<file path="config.mk">
export PLATFORM = sky130hd
export DESIGN_NAME = frs_sequencer
export DESIGN_NICKNAME = d
export VERILOG_FILES = /design/src/frs_pkg.sv /design/src/frs_sequencer.sv /design/src/frs_sync.sv
export SDC_FILE = /design/constraint.sdc
export NUM_CORES = 1
export LEC_CHECK = 0
export BUFFER_PORTS_ARGS = -buffer_cell sky130_fd_sc_hd__clkbuf_2
export CAP_MARGIN = 20
export CORE_UTILIZATION = 57
export CTS_CLUSTER_SIZE = 10
export DETAILED_ROUTE_END_ITERATION = 16
export PLACE_DENSITY = 0.84
export SLEW_MARGIN = 5
export SYNTH_ARGS = -nofsm -noshare
export SYNTH_HDL_FRONTEND = slang
export SYNTH_SLANG_ARGS = --single-unit
</file>
<file path="constraint.sdc">
create_clock -name i_clk -period 13 [get_ports i_clk]
set_input_delay 3.9 -clock i_clk [delete_from_list [all_inputs] [get_ports i_clk]]
set_output_delay 3.9 -clock i_clk [all_outputs]
set_load 0.03 [all_outputs]
</file>
<file path="src/frs_pkg.sv">
package frs_pkg;
  // ****************************************
  // Bus geometry
  // ****************************************
  localparam int          ADDR_W      = 18;
  localparam logic [15:0] IDX_CTRL    = 16'hFE08;
  localparam logic [15:0] IDX_PROT    = 16'hFF81;
  localparam logic [15:0] IDX_ADDR    = 16'hFE0C;
  localparam logic [15:0] IDX_DATA    = 16'hFE0D;
  localparam logic [15:0] IDX_STAT    = 16'hFE0E;
  localparam logic [1:0]  RESP_OKAY   = 2'h0;
  localparam logic [1:0]  RESP_DECERR = 2'h3;

  // ****************************************
  // Control register fields
  // ****************************************
  localparam int          CTRL_PGM    = 0;
  localparam int          CTRL_ERASE  = 1;
  localparam int          CTRL_MASS   = 2;
  localparam int          CTRL_HIGH_VOLTAGE_ENABLE   = 3;
  localparam logic [7:0]  CTRL_RST    = 8'h00;

  // ****************************************
  // Status register fields
  // ****************************************
  localparam int          STAT_PROT_RD = 0;
  localparam int          STAT_LATCHED = 1;
  localparam int          STAT_HV      = 2;
  localparam int          STAT_STBY    = 3;
  localparam int          STAT_ROW_ERR = 4;
  localparam int          STAT_REFUSED = 5;

  // ****************************************
  // Array organisation
  // ****************************************
  localparam int          ROW_SHIFT   = 6;
  localparam int          PAGE_SHIFT  = 7;
  localparam logic [15:0] MAIN_LO     = 16'h0E00;
  localparam logic [15:0] MAIN_HI     = 16'h7FFF;
  localparam logic [15:0] SMALL_LO    = 16'h0450;
  localparam logic [15:0] SMALL_HI    = 16'h05FF;
  localparam logic [7:0]  PROT_NONE   = 8'hFF;
  localparam logic [7:0]  ERASED_BYTE = 8'hFF;

  typedef enum logic [2:0] {
    ST_READ,
    ST_SEL,
    ST_PROT,
    ST_LATCH,
    ST_HV,
    ST_STBY
  } frs_state_t;
endpackage : frs_pkg

</file>
<file path="src/frs_sequencer.sv">
// Operation
// - Program one 64-byte row, aligned at 00/40/80/C0 of each 256 bytes.
// - All writes of one cycle stay in one row, otherwise programming fails.
// - Setting program_select enters program mode and enables address/data latching.
// - Wait mode suspends program/erase into standby; no effect in read mode.
// - Stop mode likewise suspends program/erase into standby.
// - In standby every array control signal is inactive.
// - Erased cell reads one, programmed cell reads zero.
// - Pages of two 64-byte rows; page erases, row programs.
// - Control register at FE08, protect byte at FF81.
// - User regions 0E00-7FFF plus small region at 0450-05FF.
// - HV settable only with a select bit after the sequence; selects exclusive.
// - Refuse HV when latched address lies in the protected range.
`timescale 1ns/1ns
`default_nettype none
module frs_sequencer (
  input  wire logic                       i_clk,
  input  wire logic                       i_rst,
  input  wire logic [frs_pkg::ADDR_W-1:0] i_awaddr,
  input  wire logic                       i_awvalid,
  output logic                            o_awready,
  input  wire logic [31:0]                i_wdata,
  input  wire logic [3:0]                 i_wstrb,
  input  wire logic                       i_wvalid,
  output logic                            o_wready,
  output logic [1:0]                      o_bresp,
  output logic                            o_bvalid,
  input  wire logic                       i_bready,
  input  wire logic [frs_pkg::ADDR_W-1:0] i_araddr,
  input  wire logic                       i_arvalid,
  output logic                            o_arready,
  output logic [31:0]                     o_rdata,
  output logic [1:0]                      o_rresp,
  output logic                            o_rvalid,
  input  wire logic                       i_rready,
  input  wire logic [7:0]                 i_protect_start,
  input  wire logic                       i_wait_mode,
  input  wire logic                       i_stop_mode,
  output logic                            o_arr_pgm,
  output logic                            o_arr_erase,
  output logic                            o_arr_mass,
  output logic                            o_arr_hv,
  output logic [15:0]                     o_arr_addr,
  output logic [7:0]                      o_arr_wdata,
  output logic                            o_arr_prog_stb,
  output logic                            o_standby
);
  import frs_pkg::*;

  // ****************************************
  // Low-power inputs
  // ****************************************
  logic wait_s;
  logic stop_s;

  frs_sync u_wait_sync (.i_clk(i_clk), .i_rst(i_rst), .i_async(i_wait_mode), .o_sync(wait_s));
  frs_sync u_stop_sync (.i_clk(i_clk), .i_rst(i_rst), .i_async(i_stop_mode), .o_sync(stop_s));

  // ****************************************
  // AXI4-Lite write channel
  // ****************************************
  logic [ADDR_W-1:0] awaddr_r,  awaddr_nxt;
  logic              aw_held_r, aw_held_nxt;
  logic [7:0]        wbyte_r,   wbyte_nxt;
  logic [7:0]        wbyte1_r,  wbyte1_nxt;
  logic [1:0]        wlane_r,   wlane_nxt;
  logic              w_held_r,  w_held_nxt;
  logic              bvalid_r,  bvalid_nxt;
  logic [1:0]        bresp_r,   bresp_nxt;
  logic              awready_r, awready_nxt;
  logic              wready_r,  wready_nxt;
  logic              do_wr;
  logic [15:0]       wr_idx;
  logic              wr_hit;

  assign do_wr  = aw_held_r && w_held_r && !bvalid_r;
  assign wr_idx = awaddr_r[ADDR_W-1:2];
  assign wr_hit = (wr_idx == IDX_CTRL) || (wr_idx == IDX_ADDR) || (wr_idx == IDX_DATA)
               || (wr_idx == IDX_PROT) || (wr_idx == IDX_STAT);

  always_comb begin
    awaddr_nxt  = awaddr_r;
    aw_held_nxt = aw_held_r;
    wbyte_nxt   = wbyte_r;
    wbyte1_nxt  = wbyte1_r;
    wlane_nxt   = wlane_r;
    w_held_nxt  = w_held_r;
    bvalid_nxt  = bvalid_r;
    bresp_nxt   = bresp_r;
    if (i_awvalid && awready_r) begin
      awaddr_nxt  = i_awaddr;
      aw_held_nxt = 1'b1;
    end
    if (i_wvalid && wready_r) begin
      wbyte_nxt  = i_wdata[7:0];
      wbyte1_nxt = i_wdata[15:8];
      wlane_nxt  = i_wstrb[1:0];
      w_held_nxt = 1'b1;
    end
    if (do_wr) begin
      aw_held_nxt = 1'b0;
      w_held_nxt  = 1'b0;
      bvalid_nxt  = 1'b1;
      bresp_nxt   = wr_hit ? RESP_OKAY : RESP_DECERR;
    end else if (bvalid_r && i_bready) begin
      bvalid_nxt = 1'b0;
    end
    awready_nxt = !aw_held_nxt && !bvalid_nxt;
    wready_nxt  = !w_held_nxt && !bvalid_nxt;
  end

  always_ff @(posedge i_clk or posedge i_rst) begin
    if (i_rst) begin
      awaddr_r  <= '0;
      aw_held_r <= 1'b0;
      wbyte_r   <= 8'h00;
      wbyte1_r  <= 8'h00;
      wlane_r   <= 2'h0;
      w_held_r  <= 1'b0;
      bvalid_r  <= 1'b0;
      bresp_r   <= RESP_OKAY;
      awready_r <= 1'b0;
      wready_r  <= 1'b0;
    end else begin
      awaddr_r  <= awaddr_nxt;
      aw_held_r <= aw_held_nxt;
      wbyte_r   <= wbyte_nxt;
      wbyte1_r  <= wbyte1_nxt;
      wlane_r   <= wlane_nxt;
      w_held_r  <= w_held_nxt;
      bvalid_r  <= bvalid_nxt;
      bresp_r   <= bresp_nxt;
      awready_r <= awready_nxt;
      wready_r  <= wready_nxt;
    end
  end

  // ****************************************
  // Sequencer and array controls
  // ****************************************
  frs_state_t  state_r,    state_nxt;
  logic [7:0]  ctrl_r,     ctrl_nxt;
  logic [15:0] addr_r,     addr_nxt;
  logic [15:0] row_r,      row_nxt;
  logic        row_err_r,  row_err_nxt;
  logic        refused_r,  refused_nxt;
  logic        prot_rd_r,  prot_rd_nxt;
  logic        stb_r,      stb_nxt;
  logic [15:0] arr_addr_r, arr_addr_nxt;
  logic [7:0]  arr_wd_r,   arr_wd_nxt;
  logic        rd_prot;
  logic        wr_ctrl;
  logic        wr_data;
  logic        in_flash;
  logic        row_prot;
  logic        same_row;
  logic        lowpwr;
  logic [15:0] prot_start;
  logic [7:0]  wctl;

  assign wr_ctrl    = do_wr && (wr_idx == IDX_CTRL) && wlane_r[0];
  assign wr_data    = do_wr && (wr_idx == IDX_DATA) && wlane_r[0];
  assign lowpwr     = wait_s || stop_s;
  assign wctl       = wbyte_r;
  assign in_flash   = ((addr_r >= MAIN_LO) && (addr_r <= MAIN_HI))
                   || ((addr_r >= SMALL_LO) && (addr_r <= SMALL_HI));
  assign prot_start = {1'b0, i_protect_start, 7'h00};
  assign row_prot   = (i_protect_start != PROT_NONE) && (row_r >= prot_start);
  assign same_row   = (addr_r[15:ROW_SHIFT] == row_r[15:ROW_SHIFT]);

  always_comb begin
    state_nxt    = state_r;
    ctrl_nxt     = ctrl_r;
    addr_nxt     = addr_r;
    row_nxt      = row_r;
    row_err_nxt  = row_err_r;
    refused_nxt  = refused_r;
    prot_rd_nxt  = prot_rd_r;
    stb_nxt      = 1'b0;
    arr_addr_nxt = arr_addr_r;
    arr_wd_nxt   = arr_wd_r;
    if (do_wr && (wr_idx == IDX_ADDR)) begin
      if (wlane_r[0]) addr_nxt[7:0] = wbyte_r;
      if (wlane_r[1]) addr_nxt[15:8] = wbyte1_r;
    end
    if (wr_ctrl) begin
      ctrl_nxt[CTRL_MASS] = wctl[CTRL_MASS];
      // A request for both selects, or for the other one, leaves both selects clear
      if (wctl[CTRL_PGM] && wctl[CTRL_ERASE]) begin
        ctrl_nxt[CTRL_PGM]   = 1'b0;
        ctrl_nxt[CTRL_ERASE] = 1'b0;
      end else begin
        ctrl_nxt[CTRL_PGM]   = wctl[CTRL_PGM] && !ctrl_r[CTRL_ERASE];
        ctrl_nxt[CTRL_ERASE] = wctl[CTRL_ERASE] && !ctrl_r[CTRL_PGM];
      end
      if (!wctl[CTRL_HIGH_VOLTAGE_ENABLE]) begin
        ctrl_nxt[CTRL_HIGH_VOLTAGE_ENABLE] = 1'b0;
      end else if (!ctrl_r[CTRL_HIGH_VOLTAGE_ENABLE]) begin
        if ((state_r == ST_LATCH) && (ctrl_r[CTRL_PGM] || ctrl_r[CTRL_ERASE])
            && !row_prot) begin
          ctrl_nxt[CTRL_HIGH_VOLTAGE_ENABLE] = 1'b1;
        end else begin
          refused_nxt = 1'b1;
        end
      end
    end
    case (state_r)
      ST_READ: begin
        if (ctrl_nxt[CTRL_PGM] || ctrl_nxt[CTRL_ERASE]) begin
          state_nxt   = ST_SEL;
          prot_rd_nxt = 1'b0;
          row_err_nxt = 1'b0;
          refused_nxt = wr_ctrl && wctl[CTRL_HIGH_VOLTAGE_ENABLE];
        end
      end
      ST_SEL: begin
        if (rd_prot) state_nxt = ST_PROT;
      end
      ST_PROT: begin
        if (wr_data && in_flash) begin
          row_nxt   = addr_r;
          state_nxt = ST_LATCH;
        end
      end
      ST_LATCH: begin
        if (ctrl_nxt[CTRL_HIGH_VOLTAGE_ENABLE]) state_nxt = ST_HV;
      end
      ST_HV: begin
        if (wr_data && ctrl_r[CTRL_PGM]) begin
          if (same_row && in_flash && !row_err_r) begin
            stb_nxt      = 1'b1;
            arr_addr_nxt = addr_r;
            arr_wd_nxt   = wbyte_r;
          end else begin
            row_err_nxt = 1'b1;
          end
        end
        if (!ctrl_nxt[CTRL_HIGH_VOLTAGE_ENABLE]) state_nxt = ST_SEL;
      end
      ST_STBY: begin
        if (!lowpwr && !ctrl_r[CTRL_PGM] && !ctrl_r[CTRL_ERASE] && !ctrl_r[CTRL_HIGH_VOLTAGE_ENABLE])
          state_nxt = ST_READ;
      end
      default: state_nxt = ST_READ;
    endcase
    if ((state_r != ST_READ) && (state_r != ST_STBY)) begin
      if (lowpwr) begin
        state_nxt = ST_STBY;
        stb_nxt   = 1'b0;
      end else if (!ctrl_nxt[CTRL_PGM] && !ctrl_nxt[CTRL_ERASE] && !ctrl_nxt[CTRL_HIGH_VOLTAGE_ENABLE]) begin
        state_nxt = ST_READ;
      end
    end
    if (state_nxt == ST_READ) ctrl_nxt[CTRL_HIGH_VOLTAGE_ENABLE] = 1'b0;
    if (rd_prot) prot_rd_nxt = 1'b1;
    if (state_nxt == ST_LATCH || state_nxt == ST_HV) begin
      if (state_nxt == ST_HV && ctrl_nxt[CTRL_ERASE])
        arr_addr_nxt = {row_r[15:PAGE_SHIFT], 7'h00};
    end
  end

  always_ff @(posedge i_clk or posedge i_rst) begin
    if (i_rst) begin
      state_r    <= ST_READ;
      ctrl_r     <= CTRL_RST;
      addr_r     <= 16'h0000;
      row_r      <= 16'h0000;
      row_err_r  <= 1'b0;
      refused_r  <= 1'b0;
      prot_rd_r  <= 1'b0;
      stb_r      <= 1'b0;
      arr_addr_r <= 16'h0000;
      arr_wd_r   <= ERASED_BYTE;
    end else begin
      state_r    <= state_nxt;
      ctrl_r     <= ctrl_nxt;
      addr_r     <= addr_nxt;
      row_r      <= row_nxt;
      row_err_r  <= row_err_nxt;
      refused_r  <= refused_nxt;
      prot_rd_r  <= prot_rd_nxt;
      stb_r      <= stb_nxt;
      arr_addr_r <= arr_addr_nxt;
      arr_wd_r   <= arr_wd_nxt;
    end
  end

  // Array drives, all but standby quiet outside an active step
  logic active;
  logic pgm_o_r, era_o_r, mass_o_r, hv_o_r, stby_o_r;

  assign active = (state_r == ST_LATCH) || (state_r == ST_HV);

  always_ff @(posedge i_clk or posedge i_rst) begin
    if (i_rst) begin
      pgm_o_r  <= 1'b0;
      era_o_r  <= 1'b0;
      mass_o_r <= 1'b0;
      hv_o_r   <= 1'b0;
      stby_o_r <= 1'b0;
    end else begin
      pgm_o_r  <= active && ctrl_r[CTRL_PGM];
      era_o_r  <= active && ctrl_r[CTRL_ERASE];
      mass_o_r <= active && ctrl_r[CTRL_MASS];
      hv_o_r   <= (state_r == ST_HV) && ctrl_r[CTRL_HIGH_VOLTAGE_ENABLE];
      stby_o_r <= (state_r == ST_STBY);
    end
  end

  assign o_arr_pgm      = pgm_o_r;
  assign o_arr_erase    = era_o_r;
  assign o_arr_mass     = mass_o_r;
  assign o_arr_hv       = hv_o_r;
  assign o_arr_addr     = arr_addr_r;
  assign o_arr_wdata    = arr_wd_r;
  assign o_arr_prog_stb = stb_r;
  assign o_standby      = stby_o_r;
  assign o_awready      = awready_r;
  assign o_wready       = wready_r;
  assign o_bvalid       = bvalid_r;
  assign o_bresp        = bresp_r;

  // ****************************************
  // AXI4-Lite read channel
  // ****************************************
  logic        rvalid_r,  rvalid_nxt;
  logic [31:0] rdata_r,   rdata_nxt;
  logic [1:0]  rresp_r,   rresp_nxt;
  logic        arready_r, arready_nxt;
  logic        rd_take;
  logic [15:0] rd_idx;
  logic [7:0]  stat_val;

  assign rd_take  = i_arvalid && arready_r;
  assign rd_idx   = i_araddr[ADDR_W-1:2];
  assign rd_prot  = rd_take && (rd_idx == IDX_PROT);
  assign stat_val = {2'b00, refused_r, row_err_r, (state_r == ST_STBY),
                     ctrl_r[CTRL_HIGH_VOLTAGE_ENABLE], (state_r == ST_LATCH || state_r == ST_HV),
                     prot_rd_r};

  always_comb begin
    rvalid_nxt = rvalid_r;
    rdata_nxt  = rdata_r;
    rresp_nxt  = rresp_r;
    if (rd_take) begin
      rvalid_nxt = 1'b1;
      rresp_nxt  = RESP_OKAY;
      case (rd_idx)
        IDX_CTRL: rdata_nxt = {24'h00_0000, ctrl_r};
        IDX_PROT: rdata_nxt = {24'h00_0000, i_protect_start};
        IDX_ADDR: rdata_nxt = {16'h0000, addr_r};
        IDX_DATA: rdata_nxt = {24'h00_0000, arr_wd_r};
        IDX_STAT: rdata_nxt = {24'h00_0000, stat_val};
        default: begin
          rdata_nxt = 32'h0000_0000;
          rresp_nxt = RESP_DECERR;
        end
      endcase
    end else if (rvalid_r && i_rready) begin
      rvalid_nxt = 1'b0;
    end
    arready_nxt = !rvalid_nxt;
  end

  always_ff @(posedge i_clk or posedge i_rst) begin
    if (i_rst) begin
      rvalid_r  <= 1'b0;
      rdata_r   <= 32'h0000_0000;
      rresp_r   <= RESP_OKAY;
      arready_r <= 1'b0;
    end else begin
      rvalid_r  <= rvalid_nxt;
      rdata_r   <= rdata_nxt;
      rresp_r   <= rresp_nxt;
      arready_r <= arready_nxt;
    end
  end

  assign o_arready = arready_r;
  assign o_rvalid  = rvalid_r;
  assign o_rdata   = rdata_r;
  assign o_rresp   = rresp_r;
endmodule : frs_sequencer
`default_nettype wire

</file>
<file path="src/frs_sync.sv">
`timescale 1ns/1ns
`default_nettype none
module frs_sync (
  input  wire logic i_clk,
  input  wire logic i_rst,
  input  wire logic i_async,
  output logic      o_sync
);
  logic meta_r;

  always_ff @(posedge i_clk or posedge i_rst) begin
    if (i_rst) begin
      meta_r <= 1'b0;
      o_sync <= 1'b0;
    end else begin
      meta_r <= i_async;
      o_sync <= meta_r;
    end
  end
endmodule : frs_sync
`default_nettype wire

</file>
==> key figures <==
CTS
  • Post-CTS Resized: 0
  • Clock slew at reported path FFs: 0.05 ns
  • CTS tree: yes
  • H-Tree Depth: 4
  • Longest Clk Path Bufs: 2
  • Number of CTS-inserted buffers: 17
  • CTS Sinks: approximately 140
  • Worst skew pair latency: around 0.52 ns
  • Hold buffers post-CTS: 0
  • Post-CTS setup buffer count: 0
  • Root buf cell: clkbuf_8

Timing
  • Final min period: approximately 6.5 ns
  • Slew @ Worst Pin: ~1.1 ns
  • Final setup margin: between 6 and 7 ns
  • Slew headroom: 0.262
  • Final Cycle Share: 0.498
  • Worst hold margin: 0.348 ns
  • Layout Skew: approximately 0.009 ns
  • Setup TNS: 0 ns
  • Final setup fails: 0
  • Maximum clock frequency: about 0.15 GHz
  • Setup repair after global routing missed its margin: no
  • Max-slew violations: 0
  • Final hold violation count: 0

Die
  • Num ports: 160
  • Core area: 10800 sq um
  • Starting density of the core: 0.583
  • Die X-Extent: 107 microns
  • Die height: between 100 and 150 microns
  • Placement Rows: 38
  • Die area: 11500 sq um

Placed design
  • Area after DPL: slightly below 7000 sq um
  • Dpl cells: a little under 800
  • Routability cong.: ~0.87
  • Worst Setup Slack post-DPL: 6.01 ns
  • Port Buffers: about 120
  • Hpwl dp: about 10000 microns

Pwr
  • VDD IR-drop max: between 0.0001 and 0.00015 V
  • Static leakage power: approximately 3.7 nW
  • Tot Pwr: 1.24 mW
  • Power per cell area: 165 nW/um^2

Drt
  • Avg WL per Cell: about 18 microns
  • Vias per cell: ~5.8
  • 1st-pass router iterations: 5
  • Via count: 4661
  • Drt initial violations: 313
  • # DRC: 0
  • Final wirelength: about 15000 microns
  • Post-DRT Antenna Nets: 0

Setup path
  • Cell family with most CP delay: compound AO/OA/AOI/OAI gates
  • Crit start category: primary input
  • WP data required: ~13 ns
  • WS Path Type: primary input to register
  • CP max FO: 16
  • Bufs and invs on worst path: 2
  • Crit path DAT: a little under 7 ns
  • CP endpoint kind: register
  • Crit-path slowest cell: nor2_2
  • CP cell instances: clkbuf_2, inv_1, ha_1, a21o_1, a2111oi_0, a311oi_1, o311a_1, nor2_2, mux2_2
  • Crit path largest cell delay: ~0.74 ns

Logic synthesis
  • Synth unique cells: just over 60
  • #FFs+latches synth: ~140
  • FFs w/ async S/R, synth: 1.00
  • Synth warnings: 0
  • Cells after Synth: roughly 530
  • Synthesized area per cell: ~12 sq um
  • Seq/Total Area, Yosys: 0.536
  • Number of flops mapped to enable cells by yosys: 0
  • Synth Cell Area: roughly 6300 sq um
  • Primary FF master, synth: dfrtp_1

Global routing
  • Gr ovfl total: 0
  • Vias in the first global route: about 4.7k
  • Initial antenna violation count: 0
  • Gr usage total: 0.272
  • Largest net degree at the start of global routing: just under 70
  • First-pass GRT wire length: ~24000 microns

Finish
  • Fin area: 7520 sq um
  • Share of cells above drive strength 1: 0.382
  • Area Growth Syn to Fin: 19.0%
  • Final Core Density: 0.694
  • Area of the multi-input gates: 2690 sq um
  • Commonest non-fill, non-tap cell in the layout: dfrtp_1
  • Non-filler cells, final: between 800 and 900
  • Inserted Diodes: 0
  • Nets: between 700 and 800
  • Most frequent cells in the layout: dfrtp_1 (127), clkbuf_2 (121), mux2_2 (79)
  • Reg area: approximately 3400 sq um
  • Filler cells: around 790

Run
  • Max-cap violations: 0

Outcome
  • Outcome: finished, final reports clean

Min path
  • Path type of the worst min-delay path: register to register
==> final cells by class <==
class                      count  share of cell area
clock inverter                 8              0.0126
tap                          140              0.0233
timing repair buffer         123              0.0825
clock buffer                  24              0.0639
sequential                   135               0.450
inverter                      18             0.00931
multi-input combinational    357               0.358
==> power breakdown <==
part | total [mW] | switching, mW | internal, mW
combinational | 0.224 | 0.122 | 0.102
sequential | 0.556 | 0.0639 | 0.492
clock | 0.462 | 0.170 | 0.292
total | 1.24 | 0.356 | 0.886
==> cells in the mapped netlist, types with 9 or more instances <==
library cell | number | area share
o21ai_0 | 15 | 0.012
a21oi_1 | 13 | 0.010
clkbuf_1 | 11 | 0.0065
mux2i_1 | 14 | 0.022
buf_4 | 19 | 0.023
nor2_1 | 34 | 0.020
nand2_1 | 38 | 0.023
mux2_2 | 79 | 0.14
inv_1 | 18 | 0.011
mux2_1 | 9 | 0.016
dfrtp_1 | 127 | 0.50
nand3_1 | 14 | 0.011
nor2b_1 | 9 | 0.0089
==> metal layers <==
layer,up-vias,GRT usage,routed length [microns]
met3,27,0.0666,1050
met1,2290,0.332,5860
li1,2114,-,-
met4,0,0.111,339
met5,-,0,0
met2,230,0.462,7380
==> state kept, by name (all words and copies together) (netlist names), 2 cells and up <==
signal and count:
wlane_r 2, o_rdata 16, row_r 16, ctrl_r 4, wbyte_r 8, state_r 3
wbyte1_r 8, addr_r 16, o_arr_wdata 8, o_arr_addr 16, awaddr_r 16
==> final timing paths <==
kind / end / from / cells after the start / slack (ns)
max in group asynchronous: row_r[10]$_DFFE_PP0P_ / i_rst / 3 / 8.13
hold / removal: u_stop_sync.o_sync$_DFF_PP0_ / u_stop_sync.meta_r$_DFF_PP0_ / 0 / 0.35
hold reg to reg: u_stop_sync.o_sync$_DFF_PP0_ / u_stop_sync.meta_r$_DFF_PP0_ / 0 / 0.35
min in group asynchronous: awaddr_r[2]$_DFFE_PP0P_ / i_rst / 2 / 3.54
setup / recovery: o_arr_addr[12]$_DFF_PP0_ / i_protect_start[6] / 9 / 6.53
setup reg to reg: o_arr_addr[12]$_DFF_PP0_ / state_r[1]$_DFF_PP0_ / 7 / 9.40
==> cell families (layout without fill, tap and decap cells) <==
kind of cell / after synthesis / in the layout / share of synthesized area
xor+xnor: 11 / 11 / 0.0152
fa+ha+maj: 8 / 8 / 0.0158
flops: 135 / 135 / 0.536
compound gates: 68 / 68 / 0.0724
buf+inv: 52 / 173 / 0.0477
mux: 102 / 102 / 0.179
simple gates: 152 / 152 / 0.133
other cells: 1 / 16 / 0.000593
No activity file was read; power rests on OpenSTA's default activity.
